File: config.mk
export PLATFORM = sky130hd
export DESIGN_NAME = smsr_bank
export DESIGN_NICKNAME = d
export VERILOG_FILES = /design/src/verilog/smsr_pkg.sv /design/src/verilog/smsr_bank.sv
export VERILOG_INCLUDE_DIRS = /design/src /design/src/verilog
export SDC_FILE = /design/constraint.sdc
export NUM_CORES = 1
export LEC_CHECK = 0
export BUFFER_PORTS_ARGS = -buffer_cell sky130_fd_sc_hd__buf_2
export CORE_MARGIN = 3
export CORE_UTILIZATION = 46
export CTS_CLUSTER_SIZE = 10
export DETAILED_ROUTE_END_ITERATION = 10
export PLACE_DENSITY = 0.89
export SYNTH_ARGS = -nofsm -noshare
export SYNTH_HDL_FRONTEND = slang
export SYNTH_SLANG_ARGS = --single-unit
File: constraint.sdc
create_clock -name ref_clk -period 1.1 [get_ports ref_clk]
set_input_delay 0.11 -clock ref_clk [delete_from_list [all_inputs] [get_ports ref_clk]]
set_output_delay 0.11 -clock ref_clk [all_outputs]
set_load 0.02 [all_outputs]
File: src/verilog/smsr_regs.svh
// Register offsets, field positions and reset values of the mode/status bank.
`ifndef SMSR_REGS_SVH
`define SMSR_REGS_SVH

`define SMSR_ADDR_W          14
`define SMSR_DATA_W          16
`define SMSR_MODE_OFFSET     14'h2015
`define SMSR_STAT_OFFSET     14'h2016
`define SMSR_IRQ_STAT_OFFSET 14'h2017
`define SMSR_IRQ_MASK_OFFSET 14'h2019
`define SMSR_MODE_RESET      9'h000
`define SMSR_MODE_MASK       9'h170
`define SMSR_RX_SEL_BIT      4
`define SMSR_ASYNC_BIT       5
`define SMSR_DOUBLE_UPD_BIT  6
`define SMSR_AUX_INDEP_BIT   8
`define SMSR_ST_TRIP_BIT     0
`define SMSR_ST_WDOG_BIT     1
`define SMSR_ST_POL_BIT      2
`define SMSR_ST_HALF_BIT     3
`define SMSR_EV_W            3
`define SMSR_EV_TRIP_BIT     0
`define SMSR_EV_WDOG_BIT     1
`define SMSR_EV_HALF_BIT     2

`endif

File: src/verilog/smsr_pkg.sv
// Types shared by the mode/status register bank.
package smsr_pkg;
  typedef struct packed
  {
    logic [13:0] addr;
    logic [15:0] wdata;
    logic        wr;
    logic        rd;
  } smsr_bus_req_t;

  typedef struct packed
  {
    logic rx_pin_a;
    logic rx_pin_b;
    logic pwm_shutdown;
    logic pwm_polarity;
  } smsr_pins_t;

  typedef struct packed
  {
    logic serial_rx_data;
    logic serial_rx_frame_sync;
    logic rom_reset_o;
    logic rom_reset_oe;
    logic double_update;
    logic aux_independent;
  } smsr_mode_out_t;
endpackage

File: src/verilog/smsr_bank.sv
// Mode control and system status register bank with event interrupt.
//
// Operation
// - Bit 4 selects receive pin A or B
// - Receive select resets to pin A
// - Async mode routes pin A to frame sync
// - Async mode drives ROM pin from flag one
// - Async clear means plain synchronous wiring
// - Bit 6 selects single or double update
// - Bit 8 selects offset or independent aux
// - Status bit 0 shows shutdown pin level
// - Status bit 2 shows polarity pin level
// - Watchdog flag survives the watchdog reset
// - Status bit 3 shows PWM half cycle
`timescale 1ns/1ps
`include "smsr_regs.svh"

module smsr_bank
  import smsr_pkg::*;
(
  input  wire logic           ref_clk,
  input  wire logic           rst,
  input  wire logic           por_rst,
  input  wire smsr_bus_req_t  bus_req,
  output logic [15:0]         rdata,
  input  wire smsr_pins_t     pins,
  input  wire logic           serial_tx_frame_sync,
  input  wire logic           core_output_flag_one,
  input  wire logic           watchdog_timeout,
  input  wire logic           pwm_timer_counting_up,
  output smsr_mode_out_t      mode_out,
  output logic                irq
);

  logic [8:0]               mode_control_word_reg;
  logic                     wdog_flag_reg;
  smsr_pins_t               pins_meta_reg;
  smsr_pins_t               pins_sync_reg;
  logic [`SMSR_EV_W-1:0]    irq_stat_reg;
  logic [`SMSR_EV_W-1:0]    irq_mask_reg;
  logic [`SMSR_EV_W-1:0]    ev_now;
  logic                     trip_prev_reg;
  logic                     half_prev_reg;
  logic                     edge_armed_reg;
  logic [3:0]               system_status_word;
  logic [15:0]              rdata_next;
  smsr_mode_out_t           mode_out_next;
  logic                     rx_data_reg;
  logic                     rx_frame_sync_reg;
  logic                     rom_reset_o_reg;
  logic                     rom_reset_oe_reg;
  logic                     double_update_reg;
  logic                     aux_independent_reg;

  // Address compare shared by every decode below.
  function automatic logic hit(input logic [13:0] a, input logic [13:0] o);
    hit = (a == o);
  endfunction

  // A write lands only with the strobe high on the matching address.
  function automatic logic wr_hit(input smsr_bus_req_t r,
                                  input logic [13:0]   o);
    wr_hit = r.wr && hit(r.addr, o);
  endfunction

  // Read data for one address; unmapped and reserved bits read zero.
  function automatic logic [15:0] read_word(
    input logic [13:0]           a,
    input logic [8:0]            mode,
    input logic [3:0]            stat,
    input logic [`SMSR_EV_W-1:0] ev_stat,
    input logic [`SMSR_EV_W-1:0] ev_mask
  );
    read_word = 16'h0000;
    if (hit(a, `SMSR_MODE_OFFSET))
      read_word = {7'h00, mode};
    else if (hit(a, `SMSR_STAT_OFFSET))
      read_word = {12'h000, stat};
    else if (hit(a, `SMSR_IRQ_STAT_OFFSET))
      read_word = {13'h0000, ev_stat};
    else if (hit(a, `SMSR_IRQ_MASK_OFFSET))
      read_word = {13'h0000, ev_mask};
  endfunction

  // Pins come from outside the clock domain, so two flops before any use.
  always_ff @(posedge ref_clk or posedge rst)
  begin
    if (rst)
      pins_meta_reg <= '0;
    else
      pins_meta_reg <= pins;
  end

  // Second stage: the only reader of the first stage.
  always_ff @(posedge ref_clk or posedge rst)
  begin
    if (rst)
      pins_sync_reg <= '0;
    else
      pins_sync_reg <= pins_meta_reg;
  end

  // Unused bits are masked on the way in, so they always read back zero.
  always_ff @(posedge ref_clk or posedge rst)
  begin
    if (rst)
      mode_control_word_reg <= `SMSR_MODE_RESET;
    else if (wr_hit(bus_req, `SMSR_MODE_OFFSET))
      mode_control_word_reg <= bus_req.wdata[8:0] & `SMSR_MODE_MASK;
  end

  // Only power-on reset clears the watchdog flag, so software can tell
  // a watchdog-caused reset from a normal start.
  always_ff @(posedge ref_clk or posedge por_rst)
  begin
    if (por_rst)
      wdog_flag_reg <= 1'b0;
    else if (watchdog_timeout)
      wdog_flag_reg <= 1'b1;
  end

  // Shutdown and polarity come through the synchroniser; the timer phase
  // and the watchdog flag are on-chip and need none.
  always_comb
  begin
    system_status_word = 4'h0;
    system_status_word[`SMSR_ST_TRIP_BIT] = pins_sync_reg.pwm_shutdown;
    system_status_word[`SMSR_ST_WDOG_BIT] = wdog_flag_reg;
    system_status_word[`SMSR_ST_POL_BIT] = pins_sync_reg.pwm_polarity;
    system_status_word[`SMSR_ST_HALF_BIT] = pwm_timer_counting_up;
  end

  // Previous levels for the two rising-edge event detectors.
  always_ff @(posedge ref_clk or posedge rst)
  begin
    if (rst)
      trip_prev_reg <= 1'b0;
    else
      trip_prev_reg <= pins_sync_reg.pwm_shutdown;
  end

  always_ff @(posedge ref_clk or posedge rst)
  begin
    if (rst)
      half_prev_reg <= 1'b0;
    else
      half_prev_reg <= pwm_timer_counting_up;
  end

  // The detectors hold off for one cycle after reset, so a timer phase
  // already high at release is not taken for a new half cycle.
  always_ff @(posedge ref_clk or posedge rst)
  begin
    if (rst)
      edge_armed_reg <= 1'b0;
    else
      edge_armed_reg <= 1'b1;
  end

  always_comb
  begin
    ev_now = '0;
    ev_now[`SMSR_EV_TRIP_BIT] = pins_sync_reg.pwm_shutdown & ~trip_prev_reg
                                & edge_armed_reg;
    ev_now[`SMSR_EV_WDOG_BIT] = watchdog_timeout;
    ev_now[`SMSR_EV_HALF_BIT] = pwm_timer_counting_up & ~half_prev_reg
                                & edge_armed_reg;
  end

  // A set in the same cycle as a write-one clear wins, so no event is lost.
  always_ff @(posedge ref_clk or posedge rst)
  begin
    if (rst)
      irq_stat_reg <= '0;
    else if (wr_hit(bus_req, `SMSR_IRQ_STAT_OFFSET))
      irq_stat_reg <= (irq_stat_reg & ~bus_req.wdata[`SMSR_EV_W-1:0])
                      | ev_now;
    else
      irq_stat_reg <= irq_stat_reg | ev_now;
  end

  // The mask resets to zero so no interrupt fires before software asks.
  always_ff @(posedge ref_clk or posedge rst)
  begin
    if (rst)
      irq_mask_reg <= '0;
    else if (wr_hit(bus_req, `SMSR_IRQ_MASK_OFFSET))
      irq_mask_reg <= bus_req.wdata[`SMSR_EV_W-1:0];
  end

  // Registered so the level never glitches while status and mask settle.
  always_ff @(posedge ref_clk or posedge rst)
  begin
    if (rst)
      irq <= 1'b0;
    else
      irq <= |(irq_stat_reg & irq_mask_reg);
  end

  always_comb
  begin
    if (bus_req.rd)
      rdata_next = read_word(bus_req.addr, mode_control_word_reg,
                             system_status_word, irq_stat_reg,
                             irq_mask_reg);
    else
      rdata_next = 16'h0000;
  end

  // Read data stand for one cycle only and fall back to zero after it.
  always_ff @(posedge ref_clk or posedge rst)
  begin
    if (rst)
      rdata <= 16'h0000;
    else
      rdata <= rdata_next;
  end

  // The reroute costs one register stage on every pin path; software
  // changes the mode rarely, so the added latency is harmless.
  always_comb
  begin
    mode_out_next.serial_rx_data =
      mode_control_word_reg[`SMSR_RX_SEL_BIT] ? pins_sync_reg.rx_pin_b
                                              : pins_sync_reg.rx_pin_a;
    if (mode_control_word_reg[`SMSR_ASYNC_BIT])
    begin
      mode_out_next.serial_rx_frame_sync = pins_sync_reg.rx_pin_a;
      mode_out_next.rom_reset_o = core_output_flag_one;
      mode_out_next.rom_reset_oe = 1'b1;
    end
    else
    begin
      // Synchronous mode: the frame sync pin keeps its own role.
      mode_out_next.serial_rx_frame_sync = 1'b0;
      mode_out_next.rom_reset_o = serial_tx_frame_sync;
      mode_out_next.rom_reset_oe = 1'b0;
    end
    mode_out_next.double_update =
      mode_control_word_reg[`SMSR_DOUBLE_UPD_BIT];
    mode_out_next.aux_independent =
      mode_control_word_reg[`SMSR_AUX_INDEP_BIT];
  end

  // One flop per routed output, so each path can be timed on its own and
  // every output leaves the block straight from a register.
  always_ff @(posedge ref_clk or posedge rst)
  begin
    if (rst)
      rx_data_reg <= 1'b0;
    else
      rx_data_reg <= mode_out_next.serial_rx_data;
  end

  always_ff @(posedge ref_clk or posedge rst)
  begin
    if (rst)
      rx_frame_sync_reg <= 1'b0;
    else
      rx_frame_sync_reg <= mode_out_next.serial_rx_frame_sync;
  end

  always_ff @(posedge ref_clk or posedge rst)
  begin
    if (rst)
      rom_reset_o_reg <= 1'b0;
    else
      rom_reset_o_reg <= mode_out_next.rom_reset_o;
  end

  always_ff @(posedge ref_clk or posedge rst)
  begin
    if (rst)
      rom_reset_oe_reg <= 1'b0;
    else
      rom_reset_oe_reg <= mode_out_next.rom_reset_oe;
  end

  always_ff @(posedge ref_clk or posedge rst)
  begin
    if (rst)
      double_update_reg <= 1'b0;
    else
      double_update_reg <= mode_out_next.double_update;
  end

  always_ff @(posedge ref_clk or posedge rst)
  begin
    if (rst)
      aux_independent_reg <= 1'b0;
    else
      aux_independent_reg <= mode_out_next.aux_independent;
  end

  // The output word is only wiring of the field flops above.
  assign mode_out = '{serial_rx_data:       rx_data_reg,
                      serial_rx_frame_sync: rx_frame_sync_reg,
                      rom_reset_o:          rom_reset_o_reg,
                      rom_reset_oe:         rom_reset_oe_reg,
                      double_update:        double_update_reg,
                      aux_independent:      aux_independent_reg};

endmodule

==> results of run 1 <==
## area by class of cell
cell class | instances | area, um2
clock buffer | 6 | 51.30
clock inverter | 2 | 37.54
fill | 224 | 988.4
inverter | 3 | 11.26
multi-input combinational | 65 | 515.5
sequential | 37 | 925.9
tap | 44 | 55.05
timing repair buffer | 75 | 493.0
## synth_stat cells (2+ instances only)
library cell,n,area share
sky130_fd_sc_hd__nor4_2,2,0.017
sky130_fd_sc_hd__and2_1,5,0.021
sky130_fd_sc_hd__or4b_4,2,0.018
sky130_fd_sc_hd__nor2b_1,3,0.013
sky130_fd_sc_hd__buf_4,14,0.070
sky130_fd_sc_hd__dfrtp_1,37,0.62
sky130_fd_sc_hd__nand2_1,6,0.015
sky130_fd_sc_hd__nand2b_1,4,0.017
sky130_fd_sc_hd__conb_1,2,0.0050
sky130_fd_sc_hd__mux2_2,9,0.068
sky130_fd_sc_hd__o211a_1,3,0.020
sky130_fd_sc_hd__and3_1,2,0.0083
sky130_fd_sc_hd__or2_2,2,0.0083
sky130_fd_sc_hd__inv_1,3,0.0075
sky130_fd_sc_hd__a21o_1,2,0.010
sky130_fd_sc_hd__a32o_1,3,0.020
sky130_fd_sc_hd__nor2_1,4,0.010
## worst register-to-register path: stages (launching register included)
cell and delay (ps):
sky130_fd_sc_hd__dfrtp_1 410, sky130_fd_sc_hd__nand2b_1 150, sky130_fd_sc_hd__a32o_1 260, sky130_fd_sc_hd__o211a_1 130
## per-stage QoR
stage	cell area, um2	worst slack (ps)	instances	util	power (mW)
2_1_floorplan	1528	-355.3	119	-	1.530
3_3_place_gp	1800	-525.4	208	0.5850	1.610
3_5_place_dp	1800	-584.6	208	0.5850	1.621
4_1_cts	2090	-165.7	232	0.6789	2.661
5_1_grt	2090	-227.3	232	0.6789	2.752
6_report	2090	-197.6	232	0.6789	2.631
## cells in the final DEF, fill, tap and decap left out, drive strengths merged
master       count
buf             60
dfrtp           37
dlygate4sd3     15
mux2             9
conb             9
nand2            6
clkbuf           6
and2             5
nor2             4
nand2b           4
nor2b            3
or4b             3
a32o             3
o211a            3
inv              3
or2              2
nor4             2
and3             2
a21o             2
nand4            2
nor3             1
and3b            1
nand3b           1
nand3            1
a22o             1
a222oi           1
bufinv           1
clkinvlp         1
## kinds of logic (layout without fill, tap and decap cells)
group	after synthesis	after routing	share of synthesized area
AO/OA/AOI/OAI	10	10	0.06250
buffers and inverters	17	86	0.07750
flip-flops	37	37	0.6167
multiplexers	9	9	0.06750
other	2	9	0.005002
AND/OR/NAND/NOR	37	37	0.1708
## where the power goes
group / total, mW / switching (mW) / internal (mW)
logic: 0.257 / 0.127 / 0.130
clock network: 0.981 / 0.441 / 0.540
registers: 1.39 / 0.00885 / 1.38
## metal layers
metal	vias up	global-route usage
li1	515	-
met1	519	0.1774
met2	48	0.3412
met3	14	0.05882
met4	0	0.09366
met5	-	0
## worst max-delay path by stage
stage / start / end / depth (start not counted)
floorplan: bus_req[27] / rdata[0]$_DFF_PP0_ / 4
global placement: bus_req[23] / mode_control_word_reg[8]$_DFFE_PP0P_ / 5
detailed placement: bus_req[27] / rdata[2]$_DFF_PP0_ / 5
CTS: bus_req[30] / rdata[1]$_DFF_PP0_ / 5
global route: bus_req[30] / rdata[0]$_DFF_PP0_ / 5
finish: bus_req[30] / rdata[1]$_DFF_PP0_ / 5
## timing repair
item | 4_1_cts | 5_1_grt
hold buffers | 15 | 0
resized for setup | 6 | 0
pin swaps | 7 | 3
endpoints found under the setup margin | 18 | 18
setup buffers | 1 | 0
endpoints found under the hold margin | 50 | 0
==> flow_metrics.py, run 1 <==
metrics = {
    "die": {
        "rows": 20,
        "die_outline_width_um": 63.13,
        "chipHeight_um": 63.13,
        "placeableCoreArea_um2": 3078,
        "ioPinCount": 66,
        "initial_core_util": 0.4878,
        "design.die.area_um2": 3985,
    },
    "critical_path": {
        "critical_path_class": "in2reg",
        "worst-r2r-setup-slack_ps": 40,
        "worstPathCellList": "buf_6, or4b_4, nor4_4, nand3b_1, o211a_1",
        "cp_top_family": "simple AND/OR/NAND/NOR gates",
        "timing.critical_path.fanout_max": 4,
        "cp_slowest_cell": "sky130_fd_sc_hd__or4b_4",
        "rr_endpoint": "rdata[2]$_DFF_PP0_",
        "type_of_origin_of_the_critical_path": "input port",
        "cp.required_ps": 1350,
        "cp.buffers_inverters": 1,
        "cp.arrival_ps": 1540,
        "rr_startpoint": "irq_stat_reg[2]$_DFF_PP0_",
        "critical_path.max_stage_delay_ps": 590,
        "worstSetupEndpointType": "flop",
        "r2r_cells": 3,
    },
    "yosys": {
        "yosysSeqAreaShare": 0.6167,
        "synth.cell_area_um2": 1501,
        "synth-seq-cells": 37,
        "synth_warnings": 0,
        "mean_cell_area_of_the_mapped_netlist_um2": 13.41,
        "yosysUniqueCellTypes": 26,
        "async_reset_ff_frac": 1.000,
        "postSynth.topFlopCell": "sky130_fd_sc_hd__dfrtp_1",
        "count_of_flip_flops_with_a_built_in_enable_after_synthesis": 0,
        "syn-instance-count": 112,
    },
    "cells_and_area": {
        "largest_reg_flops": 8,
        "area.growth.synth_to_final_pct": 39.17,
        "layout-drive-gt1-share": 0.4574,
        "design.final.nets": 230,
        "largest_register_by_flop_count": "rdata",
        "antennaDiodeCount": 0,
    },
    "drt": {
        "aggregate_routed_wire_length_um": 3268,
        "vias_per_cell": 4.724,
        "route.met3.wl_um": 209,
        "postRouteAntennaNets": 0,
        "route.vias.total": 1096,
        "post_route_drc_violation_count": 0,
        "drt_first_iter_violations": 19,
        "detailedRoute.firstPassIterationCount": 4,
        "topRoutingLayerUsed": "met4",
        "wire_length_per_cell_um": 14.09,
        "routed-wl-met2_um": 1828,
        "met1_routed_wirelength_after_detailed_routing_um": 1118,
    },
    "clock_network": {
        "cts_sinks": 37,
        "tritoncts_clock_tree": "yes",
        "cts_max_path_buffers": 2,
        "clk-insertion-delay-late_ps": 350,
        "clock_tree_root": "sky130_fd_sc_hd__clkbuf_4",
        "cts.htree.levels": 2,
        "clk_transition_reported_paths_ps": 110,
        "numCtsBuffers": 5,
    },
    "outcome": {
        "outcome": "complete, but fails checks",
        "violations": "setup timing",
    },
    "timing": {
        "fin_skew_ps": 5.965,
        "whs_ps": 14.88,
        "final-max-slew-violation-count": 0,
        "rsz_0062_raised_after_global_routing": "true",
        "final_period_minus_worst_setup_slack_ps": 1298,
        "fmax_mhz": 770.7,
        "timing.final.crit_share": 1.180,
        "postLayoutSetupSlackWorst_ps": -197.6,
        "final-hold-violation-count": 0,
        "finalSetupTns_ps": -2279,
        "setup_viol": 18,
    },
    "power": {
        "powerDensity_nw_per_um2": 1259,
        "p_leak_nw": 1.113,
        "vdd_drop_max_mv": 0.8896,
    },
    "grt": {
        "largest_net_degree_at_the_start_of_global_routing": 37,
        "groute.usage.overall": 0.1830,
        "global_route_wire_length_before_repair_um": 5499,
        "grt_overflow": 0,
        "vias_in_the_first_global_route": 1259,
        "number_of_antenna_violations_at_the_first_check_in_global_routing": 0,
    },
    "min_path": {
        "worst_hold_endpoint": "irq_mask_reg[2]$_DFFE_PP0P_",
        "min_from": "bus_req[4]",
        "min_path_cells": 2,
        "holdCritPathClass": "in2reg",
    },
    "place": {
        "gp_congestion": 0.8143,
        "buffer_ports.inserted": 48,
        "dpl.hpwl_um": 2320,
    },
    "flow_run": {
        "max_cap_viol_count": 0,
    },
}
Note: power is estimated with default switching activity, not from simulation.
==> run 2, diff against run 1 <==
--- a/config.mk
+++ b/config.mk
@@ -11,7 +11,7 @@
 export CORE_UTILIZATION = 46
 export CTS_CLUSTER_SIZE = 10
 export DETAILED_ROUTE_END_ITERATION = 10
-export PLACE_DENSITY = 0.89
+export PLACE_DENSITY = 0.78
 export SYNTH_ARGS = -nofsm -noshare
 export SYNTH_HDL_FRONTEND = slang
 export SYNTH_SLANG_ARGS = --single-unit
==> run 2 against run 1 <==
  * The run still ends with setup timing left
  * Highest routed layer unchanged
  * Wire length down 5.4%
  * Critical endpoint is now rdata[2]$_DFF_PP0_
  * Total power down 6.4%
  * Cell count up 0.86%
  * Critical path type unchanged
  * Sequential cell count unchanged
  * Non-clock buffer count up 2
==> flow_metrics.py, run 2 (synthesis results as in run 1) <==
metrics = {
    "timing": {
        "final-max-slew-violation-count": 0,
        "final_period_minus_worst_setup_slack_ps": 1339,
        "timing.final.crit_share": 1.217,
        "finalSetupTns_ps": -3048,
        "fin_skew_ps": 11.56,
        "setup_viol": 18,
        "postLayoutSetupSlackWorst_ps": -239.2,
        "rsz_0062_raised_after_global_routing": "true",
        "final-hold-violation-count": 0,
        "whs_ps": 19.65,
        "fmax_mhz": 746.7,
    },
    "outcome": {
        "outcome": "complete, but fails checks",
        "violations": "setup timing",
    },
    "clock_network": {
        "clk-insertion-delay-late_ps": 330,
        "clock_tree_root": "sky130_fd_sc_hd__clkbuf_4",
        "tritoncts_clock_tree": "yes",
        "cts.htree.levels": 2,
        "cts_sinks": 37,
        "clk_transition_reported_paths_ps": 110,
        "numCtsBuffers": 5,
        "cts_max_path_buffers": 2,
    },
    "critical_path": {
        "type_of_origin_of_the_critical_path": "input port",
        "worstSetupEndpointType": "flop",
        "cp.arrival_ps": 1560,
        "critical_path_class": "in2reg",
        "cp_slowest_cell": "sky130_fd_sc_hd__or4b_4",
        "critical_path.max_stage_delay_ps": 570,
        "timing.critical_path.fanout_max": 4,
        "cp.required_ps": 1320,
        "worstPathCellList": "buf_6, or4b_4, nor4_4, nand3b_1, o211a_1",
    },
    "drt": {
        "aggregate_routed_wire_length_um": 3091,
        "vias_per_cell": 4.744,
        "route.vias.total": 1110,
        "wire_length_per_cell_um": 13.21,
        "detailedRoute.firstPassIterationCount": 4,
        "post_route_drc_violation_count": 0,
        "drt_first_iter_violations": 26,
        "postRouteAntennaNets": 0,
    },
    "die": {
        "rows": 20,
        "ioPinCount": 66,
        "die_outline_width_um": 63.13,
        "placeableCoreArea_um2": 3078,
        "initial_core_util": 0.4878,
        "design.die.area_um2": 3985,
        "chipHeight_um": 63.13,
    },
    "cells_and_area": {
        "design.final.nets": 232,
        "finalNonFillerCells": 234,
        "antennaDiodeCount": 0,
        "cell_area_after_layout_um2": 2085,
        "final_cell_mix": "47 x sky130_fd_sc_hd__buf_2, 37 x sky130_fd_sc_hd__dfrtp_1, 15 x sky130_fd_sc_hd__buf_4",
        "largest_register_by_flop_count": "rdata",
        "post-route-util": 0.6772,
        "mostFrequentLayoutCell": "sky130_fd_sc_hd__buf_2",
        "layout-drive-gt1-share": 0.4737,
        "largest_reg_flops": 8,
        "area.growth.synth_to_final_pct": 38.83,
    },
    "grt": {
        "global_route.peak_usage_layer": "met2",
        "groute.layer.met1.usage": 0.1914,
        "vias_in_the_first_global_route": 1245,
        "number_of_antenna_violations_at_the_first_check_in_global_routing": 0,
        "global_route_wire_length_before_repair_um": 5423,
        "grt_overflow": 0,
        "use_met3": 0.06061,
        "largest_net_degree_at_the_start_of_global_routing": 37,
        "groute.usage.overall": 0.1764,
        "groute.layer.met2.usage": 0.2912,
    },
    "place": {
        "dpl-instance-area_um2": 1808,
        "dp_slack_ps": -628.4,
        "gp_congestion": 0.8513,
        "dpl.hpwl_um": 2244,
        "buffer_ports.inserted": 48,
        "placedCellCount": 209,
    },
    "power": {
        "powerDensity_nw_per_um2": 1182,
        "power.total_mw": 2.463,
        "p_leak_nw": 1.116,
        "vdd_drop_max_mv": 0.7450,
    },
    "flow_run": {
        "max_cap_viol_count": 0,
    },
    "min_path": {
        "holdCritPathClass": "in2reg",
    },
}
run 2: cell count changes in the layout (fill, tap and decap cells not counted), sizes merged:
cell / before / now
bufinv: 1 / 0
inv: 3 / 4
dlygate4sd3: 15 / 14
clkbuf: 6 / 7
clkinvlp: 1 / 0
buf: 60 / 63
run 2: repair_timing:
| action | in CTS | in global routing |
|---|---|---|
| resized for setup | 5 | 1 |
| hold endpoints to repair | 48 | 1 |
| hold buffers | 13 | 1 |
| setup endpoints to repair | 18 | 18 |
| setup buffers | 3 | 0 |
| pin swaps | 5 | 1 |
run 2: worst max-delay path, delay by kind of cell:
| family | cells | cell delay, ps |
|---|---|---|
| buf+inv | 1 | 90 |
| simple gates | 3 | 1100 |
| compound gates | 1 | 260 |
run 2: final cells by class:
class	instances	area (um2)
clock buffer	7	65.06
fill	235	993.5
tap	44	55.05
clock inverter	1	8.758
sequential	37	925.9
timing repair buffer	77	499.2
inverter	3	11.26
multi-input combinational	65	519.2
run 2: path summary, 6_finish.rpt:
check | slack [ps] | start | end | cells after the start
max | -240 | bus_req[24] | rdata[2]$_DFF_PP0_ | 5
min | 20 | bus_req[2] | irq_mask_reg[0]$_DFFE_PP0P_ | 2
max reg2reg | 30 | irq_stat_reg[2]$_DFF_PP0_ | rdata[2]$_DFF_PP0_ | 3
min reg2reg | 360 | pins_meta_reg[0]$_DFF_PP0_ | pins_sync_reg[0]$_DFF_PP0_ | 0
max in group asynchronous | 380 | rst | irq_stat_reg[2]$_DFF_PP0_ | 4
min in group asynchronous | 130 | por_rst | wdog_flag_reg$_DFFE_PP0P_ | 3
run 2: routing by layer:
metal	vias to the layer above	share of wire
met2	50	0.49
met1	530	0.40
met5	-	0
met4	0	0.034
li1	517	-
met3	13	0.077
run 2: where the power goes:
group	internal (mW)	switching (mW)	leakage (nW)
clock	0.382	0.438	0.0419
sequential	1.38	0.00889	0.466
combinational	0.126	0.124	0.608
total	1.89	0.571	1.12
